File: src/core/ssd_map.vh
// Constants for the shift and nibble-swap datapath: op codes, sizes, state counts.
// Assumes inclusion by ssd_datapath.v and ssd_state_timer.v only.
`ifndef SSD_MAP_VH
`define SSD_MAP_VH

// Operation select
`define SSD_OP_SHL        3'h0
`define SSD_OP_SRA        3'h1
`define SSD_OP_SRZ        3'h2
`define SSD_OP_SWAP       3'h3

// Operand location
`define SSD_LOC_REG       2'h0
`define SSD_LOC_PORT      2'h1
`define SSD_LOC_SFR       2'h2
`define SSD_LOC_EXT       2'h3

// Instruction sizes in bytes
`define SSD_BYTES_SH_BIN  3'h3
`define SSD_BYTES_SH_SRC  3'h2
`define SSD_BYTES_SWAP    3'h1

// Base states
`define SSD_ST_SH_SRC     8'h01
`define SSD_ST_ESC_EXTRA  8'h01
`define SSD_ST_SWAP       8'h02

// Penalties
`define SSD_PEN1_PORT     8'h01
`define SSD_PEN1_SFR      8'h02
`define SSD_PEN2_PORT     8'h02
`define SSD_PEN2_SFR      8'h03
`define SSD_EXT_FIXED     8'h02

`define SSD_ST_ONE        8'h01
`define SSD_ST_ZERO       8'h00

`endif

File: src/core/ssd_datapath.v
// Shift and nibble-swap datapath with per-instruction state timing.
// Assumes the core decode issues one op at a time, only while ready is high.
`timescale 1ns/1ns
`include "ssd_map.vh"

// What this block does
// RQ1: A byte left shift moves bits up one place and sends the top bit to carry, 3 bytes and 2 states binary, 2 bytes and 1 state source.
// RQ2: A word left shift does the same over sixteen bits with the same sizes and states.
// RQ3: An arithmetic right shift keeps the top bit, moves the rest down and sends bit zero to carry, 2 states binary, 1 state source.
// RQ4: A logical right shift loads zero on top, moves the rest down and sends bit zero to carry, 3/2 bytes and 2/1 states.
// RQ5: The nibble swap exchanges the accumulator halves in 1 byte and 2 states in both modes.
// RQ6: Single-penalty instructions add 1 state for an I/O port and 2 for a peripheral register.
// RQ7: Double-penalty instructions add 2 states for an I/O port and 3 for a peripheral register.
// RQ8: A single external access adds N+2 states, N being the wait-state count.
// RQ9: A double external access adds 2(N+2) states.
// RQ10: The extra binary-mode byte is an escape prefix that selects the extended map and costs one state.
// RQ11: Shifts change only carry and the nibble swap changes no flag.
module ssd_datapath #(
  parameter WW = 4 // Wait-state count width
) (
  input  wire          mclk,         // Core clock
  input  wire          nrst,         // Async reset, low
  input  wire          op_valid,     // Issue pulse from decode
  input  wire [2:0]    op_sel,       // Operation select
  input  wire          op_word,      // Word operand
  input  wire          binary_mode,  // Binary opcode mode
  input  wire          esc_prefix,   // Escape prefix seen
  input  wire [1:0]    operand_loc,  // Operand location
  input  wire          pen_double,   // Double-penalty class
  input  wire          ext_double,   // Two external accesses
  input  wire [WW-1:0] wait_states,  // Programmed wait states N
  input  wire [15:0]   operand_in,   // Register or accumulator value
  input  wire          carry_in,     // Current carry flag
  output wire          ready,        // Can take an op
  output reg  [15:0]   result_q,     // Result value
  output reg           carry_flag_q, // Carry out
  output reg           carry_we_q,   // Carry write enable
  output reg           result_we_q,  // Result write, cycle after final state
  output reg  [2:0]    op_bytes_q,   // Instruction length
  output reg  [7:0]    op_states_q,  // Total states
  output reg           illegal_q     // Shift without escape in binary mode
);

  ////////////////////////////////////////////////////////////////////////////
  // Shift unit

  // Byte shifts on the low byte
  function [8:0] ssd_shift_byte; // {carry, value}
    input [2:0] sel;
    input [7:0] v;
    begin
      case (sel)
        `SSD_OP_SHL: ssd_shift_byte = {v[7], v[6:0], 1'b0};                     // RQ1
        `SSD_OP_SRA: ssd_shift_byte = {v[0], v[7], v[7:1]};                     // RQ3
        `SSD_OP_SRZ: ssd_shift_byte = {v[0], 1'b0, v[7:1]};                     // RQ4
        default:     ssd_shift_byte = {1'b0, v};
      endcase
    end
  endfunction

  // Word shifts across all sixteen bits
  function [16:0] ssd_shift_word; // {carry, value}
    input [2:0]  sel;
    input [15:0] v;
    begin
      case (sel)
        `SSD_OP_SHL: ssd_shift_word = {v[15], v[14:0], 1'b0};                   // RQ2
        `SSD_OP_SRA: ssd_shift_word = {v[0], v[15], v[15:1]};                   // RQ3
        `SSD_OP_SRZ: ssd_shift_word = {v[0], 1'b0, v[15:1]};                    // RQ4
        default:     ssd_shift_word = {1'b0, v};
      endcase
    end
  endfunction

  function [16:0] ssd_shift; // {carry, value}
    input [2:0]  sel;
    input        word;
    input [15:0] v;
    input        c;
    reg   [8:0]  b;
    begin
      b = ssd_shift_byte(sel, v[7:0]);
      if (sel == `SSD_OP_SWAP) begin
        ssd_shift = {c, 8'h00, v[3:0], v[7:4]};                                 // RQ5 RQ11
      end else if (!ssd_is_shift(sel)) begin
        ssd_shift = {c, v};
      end else if (word) begin
        ssd_shift = ssd_shift_word(sel, v);                                     // RQ2
      end else begin
        ssd_shift = {b[8], 8'h00, b[7:0]};                                      // RQ1 RQ3 RQ4
      end
    end
  endfunction

  function [7:0] ssd_penalty;
    input [1:0]    loc;
    input          dbl;
    input          edbl;
    input [WW-1:0] n;
    reg   [7:0]    ext;
    begin
      ext = {{(8-WW){1'b0}}, n} + `SSD_EXT_FIXED;                              // RQ8
      case (loc)
        `SSD_LOC_PORT: ssd_penalty = dbl ? `SSD_PEN2_PORT : `SSD_PEN1_PORT;    // RQ6 RQ7
        `SSD_LOC_SFR:  ssd_penalty = dbl ? `SSD_PEN2_SFR : `SSD_PEN1_SFR;      // RQ6 RQ7
        `SSD_LOC_EXT:  ssd_penalty = edbl ? {ext[6:0], 1'b0} : ext;            // RQ9
        default:       ssd_penalty = `SSD_ST_ZERO;
      endcase
    end
  endfunction

  // Shift op codes
  function ssd_is_shift;
    input [2:0] sel;
    begin
      case (sel)
        `SSD_OP_SHL: ssd_is_shift = 1'b1;
        `SSD_OP_SRA: ssd_is_shift = 1'b1;
        `SSD_OP_SRZ: ssd_is_shift = 1'b1;
        default:     ssd_is_shift = 1'b0;
      endcase
    end
  endfunction

  // Base states before any operand penalty
  function [7:0] ssd_base_states;
    input [2:0] sel;
    input       bin;
    begin
      if (sel == `SSD_OP_SWAP) begin
        ssd_base_states = `SSD_ST_SWAP;                                         // RQ5
      end else if (bin && ssd_is_shift(sel)) begin
        ssd_base_states = `SSD_ST_SH_SRC + `SSD_ST_ESC_EXTRA;                   // RQ1 RQ3 RQ10
      end else begin
        ssd_base_states = `SSD_ST_SH_SRC;                                       // RQ1 RQ3
      end
    end
  endfunction

  // Instruction length in bytes
  function [2:0] ssd_op_bytes;
    input [2:0] sel;
    input       bin;
    begin
      if (sel == `SSD_OP_SWAP) begin
        ssd_op_bytes = `SSD_BYTES_SWAP;                                         // RQ5
      end else if (bin && ssd_is_shift(sel)) begin
        ssd_op_bytes = `SSD_BYTES_SH_BIN;                                       // RQ1 RQ4
      end else begin
        ssd_op_bytes = `SSD_BYTES_SH_SRC;                                       // RQ1 RQ4
      end
    end
  endfunction

  ////////////////////////////////////////////////////////////////////////////
  // Timing

  wire        is_shift  = ssd_is_shift(op_sel);
  wire        use_esc   = binary_mode && is_shift;                                // RQ10
  wire [7:0]  base_st   = ssd_base_states(op_sel, binary_mode);                   // RQ1 RQ3 RQ5 RQ10
  wire [7:0]  pen_st    = ssd_penalty(operand_loc, pen_double, ext_double, wait_states); // RQ6 RQ7 RQ8 RQ9
  wire [7:0]  total_st  = base_st + pen_st;
  wire [2:0]  bytes_d   = ssd_op_bytes(op_sel, binary_mode);                      // RQ1 RQ4 RQ5
  wire        take      = op_valid && ready;
  wire [16:0] sh        = ssd_shift(op_sel, op_word, operand_in, carry_in);
  wire        busy;
  wire        last;

  ssd_state_timer #(.CW(8)) u_timer (
    .mclk  (mclk),
    .nrst  (nrst),
    .start (take),
    .count (total_st),
    .busy  (busy),
    .last  (last)
  );

  assign ready = !busy || last;

  ////////////////////////////////////////////////////////////////////////////
  // Result registers

  reg [16:0] hold_q;
  reg        hold_cw_q;

  // Result and sizing capture at issue
  always @(posedge mclk or negedge nrst) begin
    if (!nrst) begin
      hold_q      <= 17'h0_0000;
      hold_cw_q   <= 1'b0;
      op_bytes_q  <= 3'h0;
      op_states_q <= 8'h00;
      illegal_q   <= 1'b0;
    end else if (take) begin
      hold_q      <= sh;
      hold_cw_q   <= is_shift;                                                  // RQ11
      op_bytes_q  <= bytes_d;
      op_states_q <= total_st;
      illegal_q   <= use_esc && !esc_prefix;                                    // RQ10
    end
  end

  // Write back in the final state
  always @(posedge mclk or negedge nrst) begin
    if (!nrst) begin
      result_q     <= 16'h0000;
      carry_flag_q <= 1'b0;
    end else if (last) begin
      result_q     <= hold_q[15:0];
      carry_flag_q <= hold_q[16];
    end
  end

  // One-cycle write strobes
  always @(posedge mclk or negedge nrst) begin
    if (!nrst) begin
      result_we_q <= 1'b0;
      carry_we_q  <= 1'b0;
    end else begin
      result_we_q <= last;
      carry_we_q  <= last && hold_cw_q;                                         // RQ11
    end
  end

endmodule // ssd_datapath

File: src/core/ssd_state_timer.v
// State counter that holds the datapath busy for a given number of states.
// Assumes start is a one-cycle pulse and the count is at least one.
`timescale 1ns/1ns
`include "ssd_map.vh"

module ssd_state_timer #(
  parameter CW = 8
) (
  input  wire          mclk,   // Core clock
  input  wire          nrst,   // Async reset, low
  input  wire          start,  // Begin counting
  input  wire [CW-1:0] count,  // States to occupy
  output wire          busy,   // Counting
  output wire          last    // Final state
);

  reg [CW-1:0] cnt_q;
  reg [CW-1:0] cnt_d;

  always @* begin
    cnt_d = cnt_q;
    if (start) begin
      cnt_d = count;
    end else if (cnt_q != {CW{1'b0}}) begin
      cnt_d = cnt_q - `SSD_ST_ONE;
    end
  end

  always @(posedge mclk or negedge nrst) begin
    if (!nrst) begin
      cnt_q <= {CW{1'b0}};
    end else begin
      cnt_q <= cnt_d;
    end
  end

  assign busy = (cnt_q != {CW{1'b0}});
  assign last = (cnt_q == `SSD_ST_ONE);

endmodule // ssd_state_timer

File: config.mk
export PLATFORM = sky130hd
export DESIGN_NAME = ssd_datapath
export DESIGN_NICKNAME = d
export VERILOG_FILES = /design/src/core/ssd_datapath.v /design/src/core/ssd_state_timer.v
export VERILOG_INCLUDE_DIRS = /design/src /design/src/core
export SDC_FILE = /design/constraint.sdc
export NUM_CORES = 1
export LEC_CHECK = 0
export BUFFER_PORTS_ARGS = -buffer_cell sky130_fd_sc_hd__clkbuf_2
export CAP_MARGIN = 20
export CORE_MARGIN = 2
export CORE_UTILIZATION = 45
export CTS_CLUSTER_DIAMETER = 200
export DETAILED_ROUTE_END_ITERATION = 10
export PLACE_DENSITY = 0.68
export SETUP_SLACK_MARGIN = 0.1
export SLEW_MARGIN = 20
export SYNTH_ARGS = -nofsm -noshare
export SYNTH_HDL_FRONTEND = slang
export SYNTH_SLANG_ARGS = --single-unit
File: constraint.sdc
create_clock -name mclk -period 2.39 [get_ports mclk]
set_input_delay 0.239 -clock mclk [delete_from_list [all_inputs] [get_ports mclk]]
set_output_delay 0.239 -clock mclk [all_outputs]
set_load 0.02 [all_outputs]
Yosys cells after proc, flatten, opt, wreduce, memory -nomap -nowiden
Cells that the tools add are included.

Output and inout port bits: 32. Input port bits: 34. Flip-flop bits (word level): 57. Logic and storage cells: 49.

Reductions and logical operators: 12. Eq/ne operators: 7. $add $sub $neg: 3. Multiplexer cells: 17.

Operators with widths (count): 2-to-1 mux 17 bit (3); case mux 17 bit (3 select lines) (1); case mux 9 bit (3 select lines) (1); case mux 6 bit (3 select lines) (1); 2-to-1 mux 8 bit (2); adder 8 bit (1); == test 8 x 1 -> 1 bit (second input constant) (1); 2-to-1 mux 2 bit (4); nonzero test 8 bit (1); subtractor 8 x 1 -> 8 bit (second input constant) (1); == test 3 x 2 -> 1 bit (second input constant) (2); 2-to-1 mux 6 bit (1); adder 4 x 2 -> 5 bit (second input constant) (1); logical AND 1 bit (5); == test 2 bit (second input constant) (2); 2-to-1 mux 1 bit (4); == test 3 x 1 -> 1 bit (second input constant) (1); logical NOT 3 bit (1); OR reduction 3 bit (1); == test 2 x 1 -> 1 bit (second input constant) (1); logical NOT 1 bit (2); nonzero test 2 bit (1); logical OR 1 bit (1).

Logic depth before layout (Yosys ltp)
Depth in word-level cells: 9. Depth in mapped cells: 12. Gate-level depth less buffers: 11.

Cells and area by module
Synthesis repeated with hierarchy kept, for this count alone.

Cells, all modules: 326. Area total of the unflattened synthesis: 3229.3 µm².

By module, submodules not included: ssd_datapath (area each 2700.1 µm², seq. area each 1176.1 µm², times used 1, cells an instance 267); ssd_state_timer (area each 529.3 µm², seq. area each 200.2 µm², times used 1, cells an instance 59).

Worst setup path after synthesis
No wires, ideal clock.

Path type: input to register. Start point: input op_sel[0]. End point: register op_states_q[4]. Required time: 2.265 ns. Slack: -0.134 ns. Buffers on the path: 3. Data arrival time: 2.399 ns. Library setup time: 0.125 ns. Cell stages on the path: 11. Path through: buf_2 > buf_2 > buf_2 > a21oi_1 > a21oi_1 > ha_1 > inv_1 > fa_1 > o311ai_0 > o41ai_1 > mux2_2.

Cells in the longest elaborated chain, start to end: 8. Elaborated cells on any way between the ends: 11. Those cells by class: add/sub (1); eq/ne (3); mux (4); reduce/logical (3).

Ends and longest elaborated chain: from (decl) (RTL line ssd_datapath.v:24) `input wire [2:0] op_sel,`; == test 3 x 2 -> 1 bit, or another cell as far along (RTL line ssd_datapath.v:116) `case (sel)`; OR reduction 3 bit (no source line); 2-to-1 mux 1 bit (RTL line ssd_datapath.v:116); 2-to-1 mux 1 bit (RTL line ssd_datapath.v:130) `` if (sel == `SSD_OP_SWAP) begin ``; logical AND 1 bit (RTL line ssd_datapath.v:132) `end else if (bin && ssd_is_shift(sel)) begin`; 2-to-1 mux 2 bit (RTL line ssd_datapath.v:132); 2-to-1 mux 2 bit * (RTL line ssd_datapath.v:130); adder 8 bit * (RTL line ssd_datapath.v:162) `wire [7:0] total_st = base_st + pen_st;`; to (signal assigned) (RTL line ssd_datapath.v:198) `op_states_q <= total_st;`; to (decl) (RTL line ssd_datapath.v:40) `output reg [7:0] op_states_q,`.

Every way passes the cells marked *; elsewhere a longest branch is shown, timed or not. The select of a mux whose other input is x is not followed. A chain may end at the register's enable or synchronous reset.

Worst setup path after layout
Start point: register u_timer.cnt_q[2]. End point: output ready.

Cells in the longest elaborated chain, start to end: 3. Elaborated cells on any way between the ends: 4. Those cells by class: eq/ne (1); reduce/logical (3).

Ends and longest elaborated chain: from (decl) (RTL line ssd_state_timer.v:17) `reg [CW-1:0] cnt_q;`; from (signal assigned) (RTL line ssd_state_timer.v:31) `cnt_q <= {CW{1'b0}};`; from (signal assigned) (RTL line ssd_state_timer.v:33) `cnt_q <= cnt_d;`; nonzero test 8 bit (RTL line ssd_state_timer.v:37) `assign busy = (cnt_q != {CW{1'b0}});`; logical NOT 1 bit (RTL line ssd_datapath.v:178) `assign ready = !busy || last;`; logical OR 1 bit * (RTL line ssd_datapath.v:178); to (decl) (RTL line ssd_datapath.v:34) `output wire ready,`.

Every way passes the cells marked *; elsewhere a longest branch is shown, timed or not.

==> qor.yml <==
outcome: "complete, no violations"
rrSetupSlack_ns: 0.30
mostFrequentLayoutCells: "clkbuf_2, dfrtp_1, nand2_1"
dp_hpwl_mm: 5.17
synth_cell_type_count: 53
io_pins: 66
finalNonFillerCells: 479
tns_ns: 0
maxSlewViolCount: 0
grt_max_degree: 56
layout_commonest_cell: "clkbuf_2"
yosys.area_share.simple: 0.150
maxSlewHeadroom: 0.531
antenna_found_initial: 0
initialDrtViolationCount: 93
die_h_um: 88.8
cts_tree: "built"
grt_use_total: 0.188
powerDensity_nw_per_um2: 883
coreArea_um2: 6870
cp-end-kind: "output port"
dp_slack_ns: 0.168
dr_total_vias: 2554
post-route-drc-count: 0
cts_made_buffers: 5
period_needed_ns: 2.14
worst_setup_path_start_kind: "flip-flop"
final_antenna_net_count: 0
htreeDepth: 2
area_growth_pct: 15.1
synth_ff_type: "dfrtp_1"
placed_cells: 471
gp_congestion: 0.848
postCtsSetupRepairBufs: 0
yosysSeqAreaShare: 0.425
syn_area_um2: 3240
r2r-start: "u_timer.cnt_q[2]"
ys_ff_latch: 55
die_w_um: 88.8
synth.avg_cell_area_um2: 9.96
routed_via_density: 5.33
max_cap_viol_count: 0
cp.required_ns: 2.15
routed_wl_mm: 6.98
hold_class: "in -> async"
ys_warn_count: 0
ctsHoldBuffers: 0
post_cts_resized: 0
synth_edf_count: 0
worstSetupPathType: "reg -> out"
cts_sinks: 55
finalSetupViolations: 0
min_period_over_period: 0.894
fin_nets: 422
ir_drop_mv: 0.403
finalWorstSetupSlack_ns: 0.254
portBuffers: 63
clk_path_buf_depth: 2
worst_pin_slew_ns: 0.703
p_leak_nw: 1.78
regToRegEndpoint: "result_q[6]"
finClkSkew_ns: 0.00977
synth_top_family_by_area: "compound AO/OA/AOI/OAI gates"
n_antenna_cell: 0
cts.root.buffer_cell: "clkbuf_8"
synth_compound_area_frac: 0.213
drive_gt1_frac: 0.292
clock_latency_ns: 0.31
clkTransAtPathRegs_ns: 0.10
timing.fmax_ghz: 0.468
synth_xor_area_frac: 0.0189
reg2regPathDepth: 4
postSynth.asyncResetShare: 1.00
rows: 30
grt_pass1_vias: 2330
synth_fa_ha_area_frac: 0.0255
dr.pass1.iters: 4
hold_viol: 0
grt_pass1_wl_mm: 11.5
arrival_ns: 1.90
path_max_fanout: 5
rsz0062_at_grt: "no"
startpoint: "u_timer.cnt_q[2]"
syn_inst: 325
gr-total-overflow: 0
start_util: 0.471
die_area_um2: 7880
wl_per_cell_um: 14.6
synthMuxAreaShare: 0.115
utilization: 0.542
-- kinds of logic (layout without fill, tap and decap cells) --
logic type                 count (synthesis)  after routing
DFF                                       55             55
adders and majority gates                  6              6
other                                      1              2
muxes                                     31             31
AOI/OAI and AO/OA                        106            106
and+or+nand+nor                           88             88
buffers and inverters                     31             88
xor gates and xnor gates                   7              7
-- worst max-delay path, cell delays in order (launching register included) --
cell      delay [ns]
dfrtp_1         0.44
or4_4           0.60
nor3_4          0.19
o21a_1          0.19
clkbuf_2        0.18
-- Yosys cell counts (all sizes together), types with 4 or more instances --
cell    instances  area, um2
dfrtp          55       1380
nand2          35        131
o21ai          30        150
mux2           22        282
a21oi          21        105
clkbuf         14       52.6
nand2b         12       75.1
nor2           11       43.8
buf            10       86.3
nor2b          10       62.6
a211oi          9       67.6
mux2i           9       90.1
inv             7       26.3
o211ai          6       45.0
a21o            5       37.5
a22oi           5       37.5
ha              5       62.6
a221oi          4       35.0
a22o            4       35.0
and2            4       27.5
o21a            4       30.0
o41ai           4       35.0
xor2            4       35.0
-- how the worst max path moves through the flow --
stage	to
after global placement	op_states_q[4]
after global routing	hold_q[8]
after detailed placement	op_states_q[4]
final	ready
after floorplan	op_states_q[4]
after CTS	ready
-- final cells by class --
cell class	count	area [um2]
Clock buffer	5	68.8
Clock inverter	3	25.0
Fill cell	655	3140
Inverter	7	26.3
Multi-Input combinational cell	240	1720
Sequential cell	55	1380
Tap cell	96	120
Timing Repair Buffer	73	390
-- through the flow --
step	hold slack [ns]	area (um2)	power (mW)
finish	0.0363	3720	3.29
global route	0.0923	3720	3.55
CTS	0.0679	3720	3.33
detailed placement	0.421	3630	2.80
global placement	0.412	3630	2.75
floorplan	-0.0566	3260	2.40
-- sequential cells by signal, indices dropped and copies added, names as in the netlist --
register / flops
carry_flag_q: 1
carry_we_q: 1
hold_cw_q: 1
hold_q: 17
illegal_q: 1
op_bytes_q: 2
op_states_q: 7
result_q: 16
result_we_q: 1
u_timer.cnt_q: 8
-- where the power goes --
part           total [mW]  internal (mW)  switching [mW]
logic                1.25          0.557           0.693
clock network       0.528          0.210           0.318
registers            1.51           1.27           0.243
-- layer usage --
metal	track usage	routed length [um]
met5	0	0
met4	0.0592	42
met3	0.0354	247
met2	0.284	3220
met1	0.274	3470
Note: power is estimated with default switching activity, not from simulation.
